$ cat src/rtl/wes_defines.svh
`ifndef WES_DEFINES_SVH
`define WES_DEFINES_SVH
// register byte offsets
`define WES_OFF_PWR_CTRL     12'h084
`define WES_OFF_BYTE_TEST    12'h064
`define WES_OFF_HARDWARE_CONFIG_REG       12'h074
`define WES_OFF_EVENT_SRC    12'h0f0
// field positions in power_wake_control
`define WES_BIT_READY        0
`define WES_BIT_OUT_EN       1
`define WES_BIT_POL          2
`define WES_BIT_PULSE_SEL    3
`define WES_BIT_CAUSE_LO     4
`define WES_BIT_CAUSE_HI     5
`define WES_BIT_DRIVE_TYPE   6
`define WES_BIT_ENERGY_EN    8
`define WES_BIT_FRAME_EN     9
`define WES_BIT_MODE_LO      12
`define WES_BIT_MODE_HI      13
// power state codes
`define WES_MODE_ACTIVE      2'h0
`define WES_MODE_FRAME       2'h1
`define WES_MODE_ENERGY      2'h2
// timing
`define WES_CLK_HZ           20000000
`define WES_PULSE_MS         50
`define WES_PULSE_CYC        ((`WES_CLK_HZ / 1000) * `WES_PULSE_MS)
`define WES_SETTLE_US        10
`define WES_SETTLE_CYC       ((`WES_CLK_HZ / 1000000) * `WES_SETTLE_US)
`endif

$ cat src/rtl/wes_pkg.sv
package wes_pkg;
  // apb request as seen by the slave
  typedef struct packed {
    logic        psel;
    logic        penable;
    logic        pwrite;
    logic [11:0] paddr;
    logic [31:0] pwdata;
  } wes_apb_req_s;
  // apb answer
  typedef struct packed {
    logic        pready;
    logic        pslverr;
    logic [31:0] prdata;
  } wes_apb_rsp_s;
  // readiness sequencer states, one-hot
  typedef enum logic [2:0] {
    WES_ST_SETTLE = 3'b001,
    WES_ST_READY  = 3'b010,
    WES_ST_SLEEP  = 3'b100
  } wes_state_e;
endpackage : wes_pkg

$ cat src/rtl/wes_sync2.sv
`timescale 1ns/10ps
// two flop synchroniser for pin level inputs
module wes_sync2 #(
  parameter int W = 2
) (
  input  wire logic         pclk,
  input  wire logic         presetn,
  input  wire logic [W-1:0] din,
  output logic      [W-1:0] dout
);
  logic [W-1:0] meta_q; // first stage, read only by second stage

  // plain two stage chain
  always_ff @(posedge pclk or negedge presetn)
  begin
    if (!presetn)
    begin
      meta_q <= '0;
      dout   <= '0;
    end
    else
    begin
      meta_q <= din;
      dout   <= meta_q;
    end
  end
endmodule : wes_sync2

$ cat src/rtl/wes_pulse_timer.sv
`timescale 1ns/10ps
`include "wes_defines.svh"
// one shot timer for the pulsed event output
module wes_pulse_timer #(
  parameter int unsigned PULSE_CYC = `WES_PULSE_CYC
) (
  input  wire logic pclk,
  input  wire logic presetn,
  input  wire logic start,
  input  wire logic abort,
  output logic      busy
);
  logic [20:0] cnt_q; // remaining cycles, wide enough for 50 ms at 20 MHz

  // load on start, count down to zero, abort wins
  always_ff @(posedge pclk or negedge presetn)
  begin
    if (!presetn)
      cnt_q <= 21'h0;
    else if (abort)
      cnt_q <= 21'h0;
    else if (start)
      cnt_q <= 21'(PULSE_CYC); // RQ21
    else if (cnt_q != 21'h0)
      cnt_q <= cnt_q - 21'h1;
  end

  assign busy = (cnt_q != 21'h0);
endmodule : wes_pulse_timer

$ cat src/rtl/wes_wake_status.sv
// Local design decisions: the address map and register access over APB.
`timescale 1ns/10ps
`include "wes_defines.svh"
// How it works
// RQ1: cause field: none, energy, frame, both
// RQ2: cause bit clears only on written one
// RQ3: clearing allowed only when active and ready
// RQ4: bit stays set while its source pends
// RQ5: pulse mode drives output for 50 ms
// RQ6: static mode holds output until deactivated
// RQ7: clearing status or enable drops output
// RQ8: polarity bit picks push-pull active level
// RQ9: open-drain ignores polarity, active low
// RQ10: output enable gates the external pin
// RQ11: interrupt independent of output enable
// RQ12: ready flag clear while settling
// RQ13: control register readable in every state
// RQ14: host polls ready after any wake
// RQ15: host touches no other address early
// RQ16: only config and control readable early; the code decodes only control, config reads error
// RQ17: power state codes zero, one, two
// RQ18: byte test write wakes the device
// RQ19: enabled events raise interrupt and output
// RQ20: drive type: clear open-drain, set push-pull
// RQ21: pulse width timed by cycle counter
module wes_wake_status #(
  parameter int unsigned PULSE_CYC  = `WES_PULSE_CYC,
  parameter int unsigned SETTLE_CYC = `WES_SETTLE_CYC
) (
  input  wire logic                  pclk,
  input  wire logic                  presetn,
  input  wire wes_pkg::wes_apb_req_s apb_req,
  output wes_pkg::wes_apb_rsp_s      apb_rsp,
  input  wire logic                  energy_event_pin,
  input  wire logic                  frame_event_pin,
  output logic                       power_event_interrupt,
  output logic                       power_event_out,
  output logic                       power_event_oe,
  output logic [1:0]                 power_state_select
);
  import wes_pkg::*;

  logic [1:0]  ev_sync;          // synchronised event levels {frame, energy}
  logic [1:0]  pend_q;           // latched event sources, cleared by software
  logic [1:0]  cause_q;          // wake cause status {frame, energy}
  logic        pulse_sel_q;      // pulsed versus static output
  logic        pol_q;            // push-pull active level
  logic        out_en_q;         // external pin enable
  logic        drive_q;          // 1 push-pull, 0 open-drain
  logic        energy_en_q;      // energy event enable
  logic        frame_en_q;       // frame event enable
  logic [1:0]  mode_q;           // current power state
  wes_state_e  state_q;          // readiness sequencer
  logic [15:0] settle_q;         // settle counter, counts up from zero
  logic        event_active;     // any enabled wake cause set
  logic        event_rise;       // event_active rose this cycle
  logic        event_active_q;   // delayed copy for edge detect
  logic        pulse_busy;       // pulse timer running
  logic        out_active;       // logical output assertion
  logic        wr_fire;          // apb write access phase
  logic        rd_fire;          // apb read access phase
  logic        ready;            // device ready flag
  logic [1:0]  ev_new;           // rising source events
  logic [1:0]  ev_q;             // prior synchronised levels
  logic [1:0]  clr_ok;           // cause bits that software may clear
  logic [31:0] prdata_q;         // registered read data, kept apart from the combinational answer fields

  // address match helper, shared by write and read decode
  function automatic logic hit(input logic [11:0] a, input logic [11:0] off);
    hit = (a == off);
  endfunction : hit

  // event pins come from another domain
  wes_sync2 #(.W(2)) u_sync (
    .pclk    (pclk),
    .presetn (presetn),
    .din     ({frame_event_pin, energy_event_pin}),
    .dout    (ev_sync)
  );

  assign wr_fire = apb_req.psel && apb_req.penable && apb_req.pwrite;
  assign rd_fire = apb_req.psel && apb_req.penable && !apb_req.pwrite;
  assign ready   = (state_q == WES_ST_READY); // RQ12

  // source edges, so a source held high sets cause only once, on its rise; a ready write to the event source reg sets pending again while it is high
  always_ff @(posedge pclk or negedge presetn)
  begin
    if (!presetn)
      ev_q <= 2'h0;
    else
      ev_q <= ev_sync;
  end
  assign ev_new = ev_sync & ~ev_q;

  // pending sources: set by event, cleared by writing one to event source reg
  always_ff @(posedge pclk or negedge presetn)
  begin
    if (!presetn)
      pend_q <= 2'h0;
    else if (wr_fire && ready && hit(apb_req.paddr, `WES_OFF_EVENT_SRC))
      pend_q <= (pend_q & ~apb_req.pwdata[1:0]) | ev_new | ev_sync; // set wins
    else
      pend_q <= pend_q | ev_new;
  end

  // a cause bit may only clear in active state, ready, with no source pending
  assign clr_ok[0] = ready && (mode_q == `WES_MODE_ACTIVE) && !pend_q[0] && !ev_sync[0]; // RQ3 RQ4
  assign clr_ok[1] = ready && (mode_q == `WES_MODE_ACTIVE) && !pend_q[1] && !ev_sync[1]; // RQ3 RQ4

  // wake cause status, write one to clear
  always_ff @(posedge pclk or negedge presetn)
  begin
    if (!presetn)
      cause_q <= 2'h0;
    else if (wr_fire && hit(apb_req.paddr, `WES_OFF_PWR_CTRL))
      cause_q <= (cause_q & ~(apb_req.pwdata[`WES_BIT_CAUSE_HI:`WES_BIT_CAUSE_LO] & clr_ok)) // RQ2
                 | ev_new;                                                             // RQ1
    else
      cause_q <= cause_q | ev_new; // RQ1
  end

  // writable control bits, only taken once ready
  always_ff @(posedge pclk or negedge presetn)
  begin
    if (!presetn)
    begin
      pulse_sel_q <= 1'b0;
      pol_q       <= 1'b0;
      out_en_q    <= 1'b0;
      drive_q     <= 1'b0;
      energy_en_q <= 1'b0;
      frame_en_q  <= 1'b0;
    end
    else if (wr_fire && ready && hit(apb_req.paddr, `WES_OFF_PWR_CTRL))
    begin
      pulse_sel_q <= apb_req.pwdata[`WES_BIT_PULSE_SEL];
      pol_q       <= apb_req.pwdata[`WES_BIT_POL];
      out_en_q    <= apb_req.pwdata[`WES_BIT_OUT_EN];
      drive_q     <= apb_req.pwdata[`WES_BIT_DRIVE_TYPE];
      energy_en_q <= apb_req.pwdata[`WES_BIT_ENERGY_EN];
      frame_en_q  <= apb_req.pwdata[`WES_BIT_FRAME_EN];
    end
  end

  // power state: software enters low power; byte test write or event wakes
  always_ff @(posedge pclk or negedge presetn)
  begin
    if (!presetn)
      mode_q <= `WES_MODE_ACTIVE;
    else if (wr_fire && hit(apb_req.paddr, `WES_OFF_BYTE_TEST))
      mode_q <= `WES_MODE_ACTIVE; // RQ18
    else if (event_rise)
      mode_q <= `WES_MODE_ACTIVE;
    else if (wr_fire && ready && hit(apb_req.paddr, `WES_OFF_PWR_CTRL)
             && apb_req.pwdata[`WES_BIT_MODE_HI:`WES_BIT_MODE_LO] != 2'h3) // RQ17
      mode_q <= apb_req.pwdata[`WES_BIT_MODE_HI:`WES_BIT_MODE_LO];
  end

  // readiness sequencer: settle after reset and after each wake
  always_ff @(posedge pclk or negedge presetn)
  begin
    if (!presetn)
    begin
      state_q  <= WES_ST_SETTLE;
      settle_q <= 16'h0;
    end
    else
    begin
      case (state_q)
        WES_ST_SETTLE:
        begin
          if (settle_q >= 16'(SETTLE_CYC - 1))
          begin
            state_q  <= WES_ST_READY;
            settle_q <= 16'h0;
          end
          else
            settle_q <= settle_q + 16'h1;
        end
        WES_ST_READY:
        begin
          if (mode_q != `WES_MODE_ACTIVE)
            state_q <= WES_ST_SLEEP; // RQ12
        end
        WES_ST_SLEEP:
        begin
          if (mode_q == `WES_MODE_ACTIVE)
            state_q <= WES_ST_SETTLE;
        end
        default:
          state_q <= WES_ST_SETTLE;
      endcase
    end
  end

  // enabled wake causes drive the interrupt regardless of pin enable
  assign event_active = (cause_q[0] && energy_en_q) || (cause_q[1] && frame_en_q); // RQ19
  assign power_event_interrupt = event_active;                                    // RQ11

  // rising edge of an enabled cause starts the pulse
  always_ff @(posedge pclk or negedge presetn)
  begin
    if (!presetn)
      event_active_q <= 1'b0;
    else
      event_active_q <= event_active;
  end
  assign event_rise = event_active && !event_active_q;

  // pulse timer, aborted when the cause goes away
  wes_pulse_timer #(.PULSE_CYC(PULSE_CYC)) u_pulse (
    .pclk    (pclk),
    .presetn (presetn),
    .start   (event_rise && pulse_sel_q), // RQ5
    .abort   (!event_active),             // RQ7
    .busy    (pulse_busy)
  );

  // pulse mode follows the timer, static mode follows the cause
  assign out_active = out_en_q && (pulse_sel_q ? pulse_busy : event_active); // RQ6 RQ10

  // pin drive: open-drain only pulls low, push-pull honours polarity
  always_ff @(posedge pclk or negedge presetn)
  begin
    if (!presetn)
    begin
      power_event_out <= 1'b0;
      power_event_oe  <= 1'b0;
    end
    else if (!drive_q)
    begin
      power_event_out <= 1'b0;       // RQ9
      power_event_oe  <= out_active; // RQ20
    end
    else
    begin
      power_event_out <= pol_q ? out_active : !out_active; // RQ8
      power_event_oe  <= 1'b1;                             // RQ20
    end
  end

  assign power_state_select = mode_q;

  // read data, registered; control register answers in every state
  always_ff @(posedge pclk or negedge presetn)
  begin
    if (!presetn)
      prdata_q <= 32'h0;
    else if (apb_req.psel && !apb_req.penable && !apb_req.pwrite)
    begin
      if (hit(apb_req.paddr, `WES_OFF_PWR_CTRL))
        prdata_q <= {18'h0, mode_q, 2'h0, frame_en_q, energy_en_q, 1'b0, drive_q,
                     cause_q, pulse_sel_q, pol_q, out_en_q, ready}; // RQ13
      else if (hit(apb_req.paddr, `WES_OFF_EVENT_SRC))
        prdata_q <= {30'h0, pend_q};
      else
        prdata_q <= 32'h0; // unmapped reads zero
    end
  end
  assign apb_rsp.prdata = prdata_q;

  // zero wait state; error on unmapped or early access to other addresses
  assign apb_rsp.pready  = 1'b1;
  assign apb_rsp.pslverr = (rd_fire || wr_fire)
                           && !hit(apb_req.paddr, `WES_OFF_PWR_CTRL)
                           && !(wr_fire && hit(apb_req.paddr, `WES_OFF_BYTE_TEST))
                           && !(ready && hit(apb_req.paddr, `WES_OFF_EVENT_SRC)); // RQ15 RQ16

  // assertions
  property p_pin_off;
    @(posedge pclk) disable iff (!presetn)
    !out_en_q |=> ($past(drive_q) ? (power_event_out == !$past(pol_q)) : !power_event_oe);
  endproperty
  a_pin_off: assert property (p_pin_off) else $error("pin asserted while disabled"); // RQ10

  property p_od_low;
    @(posedge pclk) disable iff (!presetn)
    (!drive_q && $past(!drive_q)) |-> !power_event_out;
  endproperty
  a_od_low: assert property (p_od_low) else $error("open drain drove high"); // RQ9

  property p_irq;
    @(posedge pclk) disable iff (!presetn)
    power_event_interrupt == ((cause_q[0] && energy_en_q) || (cause_q[1] && frame_en_q));
  endproperty
  a_irq: assert property (p_irq) else $error("interrupt mismatch"); // RQ11

  property p_no_clear_zero;
    @(posedge pclk) disable iff (!presetn)
    (wr_fire && !apb_req.pwdata[4] && cause_q[0]) |=> cause_q[0];
  endproperty
  a_no_clear_zero: assert property (p_no_clear_zero) else $error("cause cleared by zero"); // RQ2

  property p_no_clear_unready;
    @(posedge pclk) disable iff (!presetn)
    (!ready && cause_q[1]) |=> cause_q[1];
  endproperty
  a_no_clear_unready: assert property (p_no_clear_unready) else $error("cleared while not ready"); // RQ3

  property p_pending_holds;
    @(posedge pclk) disable iff (!presetn)
    (pend_q[0] && cause_q[0]) |=> cause_q[0];
  endproperty
  a_pending_holds: assert property (p_pending_holds) else $error("cleared with source pending"); // RQ4

  property p_pulse_start;
    @(posedge pclk) disable iff (!presetn)
    (event_rise && pulse_sel_q && out_en_q) |=> pulse_busy [*8];
  endproperty
  a_pulse_start: assert property (p_pulse_start) else $error("pulse too short"); // RQ5

  property p_static_hold;
    @(posedge pclk) disable iff (!presetn)
    (!pulse_sel_q && out_en_q && event_active) |-> out_active;
  endproperty
  a_static_hold: assert property (p_static_hold) else $error("static output dropped"); // RQ6

  property p_drop;
    @(posedge pclk) disable iff (!presetn)
    (!event_active && $past(!event_active)) |-> !out_active;
  endproperty
  a_drop: assert property (p_drop) else $error("output held without cause"); // RQ7

  property p_ready_sleep;
    @(posedge pclk) disable iff (!presetn)
    (mode_q != `WES_MODE_ACTIVE) |=> !ready;
  endproperty
  a_ready_sleep: assert property (p_ready_sleep) else $error("ready in low power"); // RQ12

  property p_wake;
    @(posedge pclk) disable iff (!presetn)
    (wr_fire && apb_req.paddr == `WES_OFF_BYTE_TEST) |=> (mode_q == `WES_MODE_ACTIVE);
  endproperty
  a_wake: assert property (p_wake) else $error("byte test write did not wake"); // RQ18
endmodule : wes_wake_status

$ cat config.mk
export PLATFORM = sky130hd
export DESIGN_NAME = wes_wake_status
export DESIGN_NICKNAME = d
export VERILOG_FILES = /design/src/rtl/wes_pkg.sv /design/src/rtl/wes_sync2.sv /design/src/rtl/wes_pulse_timer.sv /design/src/rtl/wes_wake_status.sv
export VERILOG_INCLUDE_DIRS = /design/src /design/src/rtl
export SDC_FILE = /design/constraint.sdc
export NUM_CORES = 1
export LEC_CHECK = 0
export BUFFER_PORTS_ARGS = -buffer_cell sky130_fd_sc_hd__buf_2
export CAP_MARGIN = 20
export CORE_UTILIZATION = 45
export CTS_CLUSTER_SIZE = 40
export DETAILED_ROUTE_END_ITERATION = 7
export MAX_ROUTING_LAYER = met4
export PLACE_DENSITY = 0.69
export RECOVER_POWER = 100
export SYNTH_ARGS = -nofsm -noshare
export SYNTH_HDL_FRONTEND = slang
export SYNTH_HIERARCHICAL = 1
export SYNTH_SLANG_ARGS = --single-unit
$ cat constraint.sdc
create_clock -name pclk -period 3.9 [get_ports pclk]
set_input_delay 0.585 -clock pclk [delete_from_list [all_inputs] [get_ports pclk]]
set_output_delay 0.585 -clock pclk [all_outputs]
set_load 0.02 [all_outputs]
==> Word-level counts from Yosys, hierarchy flattened <==
Cells that the tools add are included.
{ "op_classes": {"muxes": 19, "order_cmp": 1, "eq_ne": 11, "n_reduce_logical": 43, "n_bitwise": 12, "add_sub_neg": 2} }
{ "op_table": {"columns": ["cell", "n"], "rows": [
  ["two-way mux 21 bit", 3],
  ["logical AND 1 bit", 25],
  ["== test 12 x 8 -> 1 bit (second input constant)", 2],
  ["nonzero test 21 bit", 1],
  ["subtractor 21 x 1 -> 21 bit (second input constant)", 1],
  ["adder 16 x 1 -> 16 bit (second input constant)", 1],
  ["greater-or-equal comparator 16 x 8 -> 1 bit (second input constant)", 1],
  ["two-way mux 16 bit", 1],
  ["two-way mux 14 bit", 1],
  ["== test 12 x 7 -> 1 bit (second input constant)", 1],
  ["two-way mux 2 bit", 6],
  ["logical NOT 1 bit", 11],
  ["OR 2 bit", 5],
  ["two-way mux 3 bit", 3],
  ["case mux 3 bit (3 select lines)", 1],
  ["AND 2 bit", 4],
  ["inequality test 2 bit (second input constant)", 3],
  ["NOT 2 bit", 3],
  ["two-way mux 1 bit", 4],
  ["== test 3 x 1 -> 1 bit (second input constant)", 1],
  ["== test 3 x 2 -> 1 bit (second input constant)", 1],
  ["== test 3 bit (second input constant)", 1],
  ["inequality test 3 x 1 -> 1 bit (second input constant)", 1],
  ["AND reduction 3 bit", 1],
  ["other kinds (5)", 6]
]} }
{ "totals": {"out_inout_bits": 39, "inputBits": 51, "reg_bits": 93} }

==> Logic depth before layout (Yosys ltp) <==
Gate-level depths: netlist of the first run.
{ "depth": {"depth_word": 9, "ltp_mapped": 10} }

==> Hierarchy <==
The synthesis of the first run kept the hierarchy.
{ "modules_own_cells": {"columns": ["module", "cells_each", "seq_area_each_um2", "instances", "area_each_um2"], "rows": [
  ["wes_wake_status", 204, 1177.4, 1, 2321.0],
  ["wes_pulse_timer", 123, 525.5, 1, 1213.7],
  ["wes_sync2", 4, 100.1, 1, 100.1]
]} }

==> Worst setup path after synthesis of the first run <==
Ideal clock, no wire load.
{ "synth_timing": {"kind": "input -> output", "start": "input apb_req[41] (netlist bit)", "end": "output apb_rsp[32] (netlist bit)", "path_slack_ns": 1.511, "t_arrival_ns": 1.804, "cell_stages": 3, "path_buffers": 0, "t_required_ns": 3.315, "path_cell_list": "or4_4 -> nor4_2 -> a221oi_1"} }
{ "synth_rtl": {"columns": ["item", "line", "rtl"], "rows": [
  ["from (decl)", "wes_wake_status.sv:32", "input wire wes_pkg::wes_apb_req_s apb_req,"],
  ["to (decl)", "wes_wake_status.sv:33", "output wes_pkg::wes_apb_rsp_s apb_rsp,"]
]} }

==> results of run 1 <==
==> worst paths after layout <==
check                                       from          endpoint  slack [ns]  cells after the start
worst max-delay path                 apb_req[41]       apb_rsp[32]        0.77                      5
worst min-delay path            energy_event_pin  u_sync/meta_q[0]        0.35                      1
worst max register to register  u_pulse/cnt_q[0]   power_event_out        1.02                     10
worst min register to register  u_sync/meta_q[1]    u_sync/dout[1]        0.35                      0
max in group asynchronous                presetn       settle_q[0]        1.47                      2
min in group asynchronous                presetn  u_pulse/cnt_q[2]        0.75                      1
==> critical path: cells and delay by family <==
| family | cells | cell delay (ns) |
|---|---|---|
| simple gates | 2 | 1.44 |
| compound gates | 1 | 0.22 |
| buf+inv | 2 | 0.30 |
==> cell type report <==
type	count	area [µm²]
inverter	12	45.0
clock buffer	11	141
tap	102	128
multi-input combinational	238	1560
fill	728	3790
sequential	72	1800
timing repair buffer	48	215
clock inverter	5	80.1
==> placed cells by master, fill, tap and decap left out, types with 4 or more instances in the layout <==
cell type	count
a21oi_1	21
mux2_1	5
a41oi_1	4
xor2_1	14
a22o_1	11
and2_0	7
buf_2	28
and2_1	4
clkbuf_8	10
inv_1	12
dfrtp_1	71
or3_1	7
nor2_1	22
nand2_1	13
nand3_1	9
nor4_1	6
clkbuf_1	21
or4_1	7
conb_1	22
nor3_1	12
nand2b_1	9
o21ai_0	8
==> flip-flops by register name (all words and copies together), names as in the netlist, 2 cells and up <==
signal              cells
cause_q                 2
ev_q                    2
pend_q                  2
power_state_select      2
prdata_q               11
settle_q               16
state_q                 3
u_pulse/cnt_q          21
u_sync/dout             2
u_sync/meta_q           2
==> synth_stat cells, drive strengths merged (3+ instances only) <==
cell type	number
dfrtp	71
buf	23
nor2	23
a21oi	22
nand2	14
xor2	14
inv	12
nor3	12
a22o	11
and2	11
nand2b	9
nand3	9
nor4	9
or4	9
o21ai	8
or3	7
clkbuf	6
mux2	6
a41oi	4
or3b	4
a221oi	3
a31oi	3
ha	3
nand4	3
nor3b	3
o211ai	3
xnor2	3
==> logic make-up after synthesis <==
group	count (synthesis)	synth area share [%]
simple gates	122	21.8
flops	72	49.6
xor+xnor	17	4.10
compound gates	68	14.0
fa+ha+maj	3	1.03
buf+inv	41	6.71
mux	6	2.48
other cells	2	0.207
==> layer usage <==
layer,vias up,global-route usage [%],routed length [µm]
li1,1271,-,-
met1,1267,23.0,3260
met2,60,29.4,3370
met3,5,4.98,243
met4,0,5.60,46
met5,-,-,0
==> stage by stage <==
stage	utilization (%)	power [mW]	instances	setup WS, ns
after floorplan	-	0.821	351	1.51
after global placement	50.0	0.843	472	1.15
after detailed placement	50.0	0.844	472	1.14
after CTS	52.9	1.50	488	1.13
after global routing	51.2	1.53	488	0.627
final	51.2	1.47	488	0.769
==> power breakdown <==
group | internal (mW) | leakage, nW | switching (mW) | total (mW)
registers | 0.753 | 0.952 | 0.00336 | 0.756
logic | 0.0166 | 0.804 | 0.0519 | 0.0685
clock network | 0.377 | 0.106 | 0.267 | 0.644
total | 1.15 | 1.86 | 0.323 | 1.47
==> impl_metrics.csv, run 1 <==
group,metric,value,unit
sta,layout_min_cycle_time,3.13,ns
global_routing,antenna_found_initial,0,
die,dieArea,8440,µm²
synthesis,ys_ff_latch,72,
synthesis,syn_area_per_cell,11.0,µm²
setup_path,startpoint_type,"input pin",
synthesis,synth_ff_type,"dfrtp_1",
synthesis,syn_area,3630,µm²
sta,holdWs,0.349,ns
sta,fin_setup_tns,0,ns
setup_path,path_max_fanout,6,
synthesis,synth_cell_types,58,
outcome,outcome,"finished, violations left",
synthesis,yosysTopAreaCellShare,48.9,%
sta,period_share,80.3,%
flow_run,cap_violations,1,
global_routing,overflow,0,
setup_path,crit_type,"input pin to output port",
placed_design,post_dp_cell_area,3880,µm²
die,core_area,7770,µm²
clock_tree,htreeDepth,3,
setup_path,end_kind,"output port",
placed_design,io_buffers,46,
finish,layout-drive-gt1-share,14.8,%
sta,fmax,0.319,GHz
min_path,hold_path.class,"input pin to flip-flop",
routing,antenna_left,0,
clock_tree,post_cts.repair.setup_buffers,0,
sta,slew_headroom,-25.1,%
setup_path,cp.required,3.31,ns
global_routing,grt_pass1_vias,2569,
routing,vias,2603,
placed_design,dpl.hpwl,4.93,mm
power_and_ir_drop,power_leakage,1.86,nW
die,start_util,46.8,%
clock_tree,clockBufferDepth,2,
outcome,violations,"capacitance limit, slew limit",
clock_tree,ctsHoldBuffers,0,
synthesis,netlist_instances,331,
setup_path,cp_data_arrival_time,2.55,ns
sta,drv_slew,37,
finish,finalInstanceArea,3980,µm²
power_and_ir_drop,cellPowerDensity,369,nW/µm²
synthesis,yosysSeqAreaShare,49.6,%
global_routing,grt_max_degree,37,
clock_tree,cts_root_buffer,"clkbuf_8",
routing,routed_wl,6.92,mm
synthesis,synth_edf_count,0,
clock_tree,clk_latency,0.34,ns
sta,final-hold-violation-count,0,
die,rows,32,
setup_path,cp_cell_sequence,"buf_2 > or4_1 > nor4_1 > a221oi_1 > clkbuf_1",
routing,first_iter_violations,113,
setup_path,critPathSlowestCell,"nor4_1",
clock_tree,cts_resized,0,
finish,fin_nets,435,
global_routing,grt_usage,18.4,%
routing,dr.pass1.iters,4,
placed_design,place.gp.congestion,0.845,
clock_tree,cts.sinks,72,
die,die_y,91.9,µm
die,io_pins,90,
clock_tree,cts_tree,"built",
routing,drcViolationCount,0,
synthesis,synth_warnings,6,
finish,area_growth,9.36,%
finish,antennaDiodeCount,0,
routing,wl_per_cell,14.2,µm
clock_tree,numCtsBuffers,9,
die,die_x,91.9,µm
setup_path,slowest_delay,0.84,ns
sta,rsz0062_at_grt,"no",
routing,routed_via_density,5.33,
sta,tightestPinTransition,1.88,ns
sta,finClkSkew,0.0104,ns
sta,setup_violations,0,
synthesis,async_flop_share,100,%
global_routing,grt_pass1_wl,11.9,mm
clock_tree,clk_pin_slew,0.07,ns
power_and_ir_drop,irDropWorstVdd,0.157,mV
synthesis,synth_top_cell_by_area,"dfrtp_1",
synthesis,yosys-top-cells-area,"dfrtp_1, buf_4, xor2_1",
Power figures use the tool's default switching activity.
==> run 2: changes to the inputs <==
ABC_AREA = 1   (was not set)
PLACE_DENSITY = 0.71   (was 0.69)
clock period = 2.7 ns   (was 3.9 ns; I/O delays follow)
==> run 2 against run 1 <==
The run still ends with capacitance limit, slew limit left. Wire length rose by 20%. Clock power rose by 41%. Count of clock-buffer cells in the layout rose by 1. Critical path depth rose by 7. Combinational power rose by 45%. Via count rose by 26%. Flip-flop and latch count did not move. Clock skew barely moved.
==> impl_metrics.csv, run 2 <==
group,metric,value,unit
setup_path,reg2regPathDepth,12,
routing,dr.pass1.iters,4,
finish,fin_nets,627,
synthesis,synthTopCellsByCount,"nand2_1, dfrtp_1, nor2_1",
setup_path,crit_type,"flip-flop to flip-flop",
setup_path,path_max_fanout,11,
setup_path,startpoint_type,"flip-flop",
clock_tree,clk_pin_slew,0.07,ns
placed_design,io_buffers,46,
placed_design,post_dp_cell_area,4310,µm²
die,io_pins,90,
routing,antenna_left,0,
die,die_x,96.8,µm
die,die_y,96.8,µm
clock_tree,cts.sinks,72,
routing,wl_per_cell,12.1,µm
setup_path,crit_path_end,"u_pulse/cnt_q[17]",
setup_path,rr_endpoint,"u_pulse/cnt_q[17]",
die,dieArea,9370,µm²
global_routing,grt_pass1_wl,14.6,mm
die,start_util,46.4,%
setup_path,cp_data_arrival_time,2.54,ns
routing,first_iter_violations,145,
sta,holdWs,0.153,ns
finish,area_growth,9.34,%
sta,drv_slew,23,
sta,period_share,83.0,%
routing,routed_wl,8.30,mm
sta,tightestPinTransition,1.51,ns
synthesis,synth_top_cell_by_area,"dfrtp_1",
synthesis,synth_ff_type,"dfrtp_1",
routing,wl_met1,3.83,mm
routing,drcViolationCount,0,
power_and_ir_drop,power_leakage,2.50,nW
sta,rsz0062_at_grt,"no",
clock_tree,clockBufferDepth,2,
synthesis,synth_top_family_by_area,"simple AND/OR/NAND/NOR gates",
placed_design,dpl.cell_count,670,
synthesis,synth_warnings,6,
setup_path,cp.required,3.00,ns
synthesis,async_flop_share,100,%
setup_path,reg2reg_slack,0.46,ns
finish,antennaDiodeCount,0,
global_routing,grt_usage,19.8,%
synthesis,synth_xor_area_share,1.52,%
clock_tree,cts_resized,0,
placed_design,place_ws,0.604,ns
clock_tree,clk_latency,0.35,ns
finish,fin_cells,686,
global_routing,grt_pass1_vias,3203,
sta,finClkSkew,0.0103,ns
sta,layout_min_cycle_time,2.24,ns
clock_tree,numCtsBuffers,9,
routing,wl_met2,4.01,mm
setup_path,worstSetupStartpoint,"cause_q[0]",
clock_tree,cts_tree,"built",
routing,vias,3282,
synthesis,synth_fa_ha_area_share,0.928,%
placed_design,dpl.hpwl,6.36,mm
finish,regMostFlops,"u_pulse/cnt_q",
synthesis,synth_compound_area_share,5.66,%
routing,top_layer_used,"met4",
routing,wl_met3,331,µm
global_routing,antenna_found_initial,0,
clock_tree,cts_root_buffer,"clkbuf_8",
sta,final-hold-violation-count,0,
clock_tree,ctsHoldBuffers,0,
clock_tree,post_cts.repair.setup_buffers,0,
die,rows,34,
power_and_ir_drop,irDropWorstVdd,0.359,mV
global_routing,overflow,0,
synthesis,yosysTopAreaCellShare,43.9,%
synthesis,synth_cell_types,38,
synthesis,yosys-top-cells-area,"dfrtp_1, nand2_1, nor2_1",
sta,setup_violations,0,
synthesis,synth_edf_count,0,
synthesis,synthSimpleGateAreaFrac,35.7,%
global_routing,grt_max_degree,50,
outcome,outcome,"finished, violations left",
outcome,violations,"capacitance limit, slew limit",
finish,largestRegisters,"u_pulse/cnt_q (21), settle_q (16), prdata_q (11)",
finish,final_common_cell,"nand2_1",
die,core_area,8720,µm²
flow_run,cap_violations,1,
synthesis,syn_area,4050,µm²
sta,worst_slack,0.459,ns
sta,fmax,0.446,GHz
routing,routed_via_density,4.78,
placed_design,place.gp.congestion,0.910,
finish,finalInstanceArea,4420,µm²
synthesis,ys_ff_latch,72,
sta,slew_headroom,-0.336,%
synthesis,netlist_instances,521,
power_and_ir_drop,cellPowerDensity,474,nW/µm²
setup_path,rr_startpoint,"cause_q[0]",
clock_tree,htreeDepth,3,
synthesis,syn_area_per_cell,7.76,µm²
synthesis,synth_most_common_cell,"nand2_1",
finish,largest_reg_flops,21,
finish,layout-drive-gt1-share,15.1,%
finish,final_cell_mix,"nand2_1, dfrtp_1, nor2_1, inv_1, nand3_1",
min_path,hold_path.class,"input pin to flip-flop",
sta,fin_setup_tns,0,ns
setup_path,end_kind,"flip-flop",
synthesis,synthMuxAreaShare,0,%
synthesis,yosysSeqAreaShare,44.6,%
-- run 2: changes by cell type in the layout (fill, tap and decap cells not counted), moves of 11 or more --
| cell | previous run | this run |
|---|---|---|
| a21oi_1 | 21 | 7 |
| a22o_1 | 11 | 0 |
| nand3_1 | 9 | 39 |
| o21ai_0 | 8 | 19 |
| nor2_2 | 1 | 14 |
| nand2_1 | 13 | 145 |
| nor2_1 | 22 | 67 |
| inv_1 | 12 | 58 |
-- run 2: logic make-up after synthesis --
logic type                 count (synthesis)
buffers and inverters                     96
AOI/OAI and AO/OA                         37
adders and majority gates                  3
and+or+nand+nor                          304
other                                      2
xor gates and xnor gates                   7
DFF                                       72
-- run 2: worst min path at each step --
stage / start / to / slack, ns / depth (start not counted)
after global placement: u_sync/meta_q[1] / u_sync/dout[1] / 0.34 / 0
after floorplan: presetn / cause_q[0] / 0.11 / 0
after global routing: frame_event_pin / u_sync/meta_q[1] / 0.14 / 1
after detailed placement: u_sync/meta_q[0] / u_sync/dout[0] / 0.34 / 0
final: frame_event_pin / u_sync/meta_q[1] / 0.15 / 1
after CTS: presetn / u_pulse/cnt_q[19] / 0.08 / 1
-- run 2: per-stage QoR --
| stage | total power, mW | utilization, % |
|---|---|---|
| finish | 2.09 | 50.7 |
| global route | 2.17 | 50.7 |
| CTS | 2.12 | 51.9 |
| floorplan | 1.18 | - |
| detailed placement | 1.21 | 49.4 |
| global placement | 1.21 | 49.4 |
-- run 2: layout make-up --
cell class | instances | area [µm²]
fillers | 827 | 4300
flip-flops and latches | 72 | 1800
multi-input cells | 373 | 1780
inverters | 69 | 259
repair buffers | 48 | 230
clock buffers | 12 | 165
well taps | 108 | 135
clock inverters | 4 | 51.3
-- run 2: worst max-delay path: stages (launching register included) --
cell	delay, ns
dfrtp_1	0.37
nand2_1	0.06
nand2_1	0.13
inv_1	0.22
nor2_1	0.25
inv_1	0.12
nor2_1	0.36
nor2_2	0.12
inv_2	0.13
nor2_1	0.08
nor2_1	0.20
nand2_1	0.08
nand2_1	0.06
-- run 2: layer usage --
metal  vias up  track usage, %
met5         -               -
met4         0            5.63
met3        10            4.84
met2        67            32.1
met1      1513            24.8
li1       1692               -
-- run 2: power breakdown --
| part | leakage [nW] | total, mW | switching [mW] | internal [mW] |
|---|---|---|---|---|
| Combinational | 1.43 | 0.0995 | 0.0741 | 0.0254 |
| Clock | 0.109 | 0.911 | 0.409 | 0.502 |
| Sequential | 0.958 | 1.08 | 0.00177 | 1.08 |
| Total | 2.50 | 2.09 | 0.485 | 1.61 |
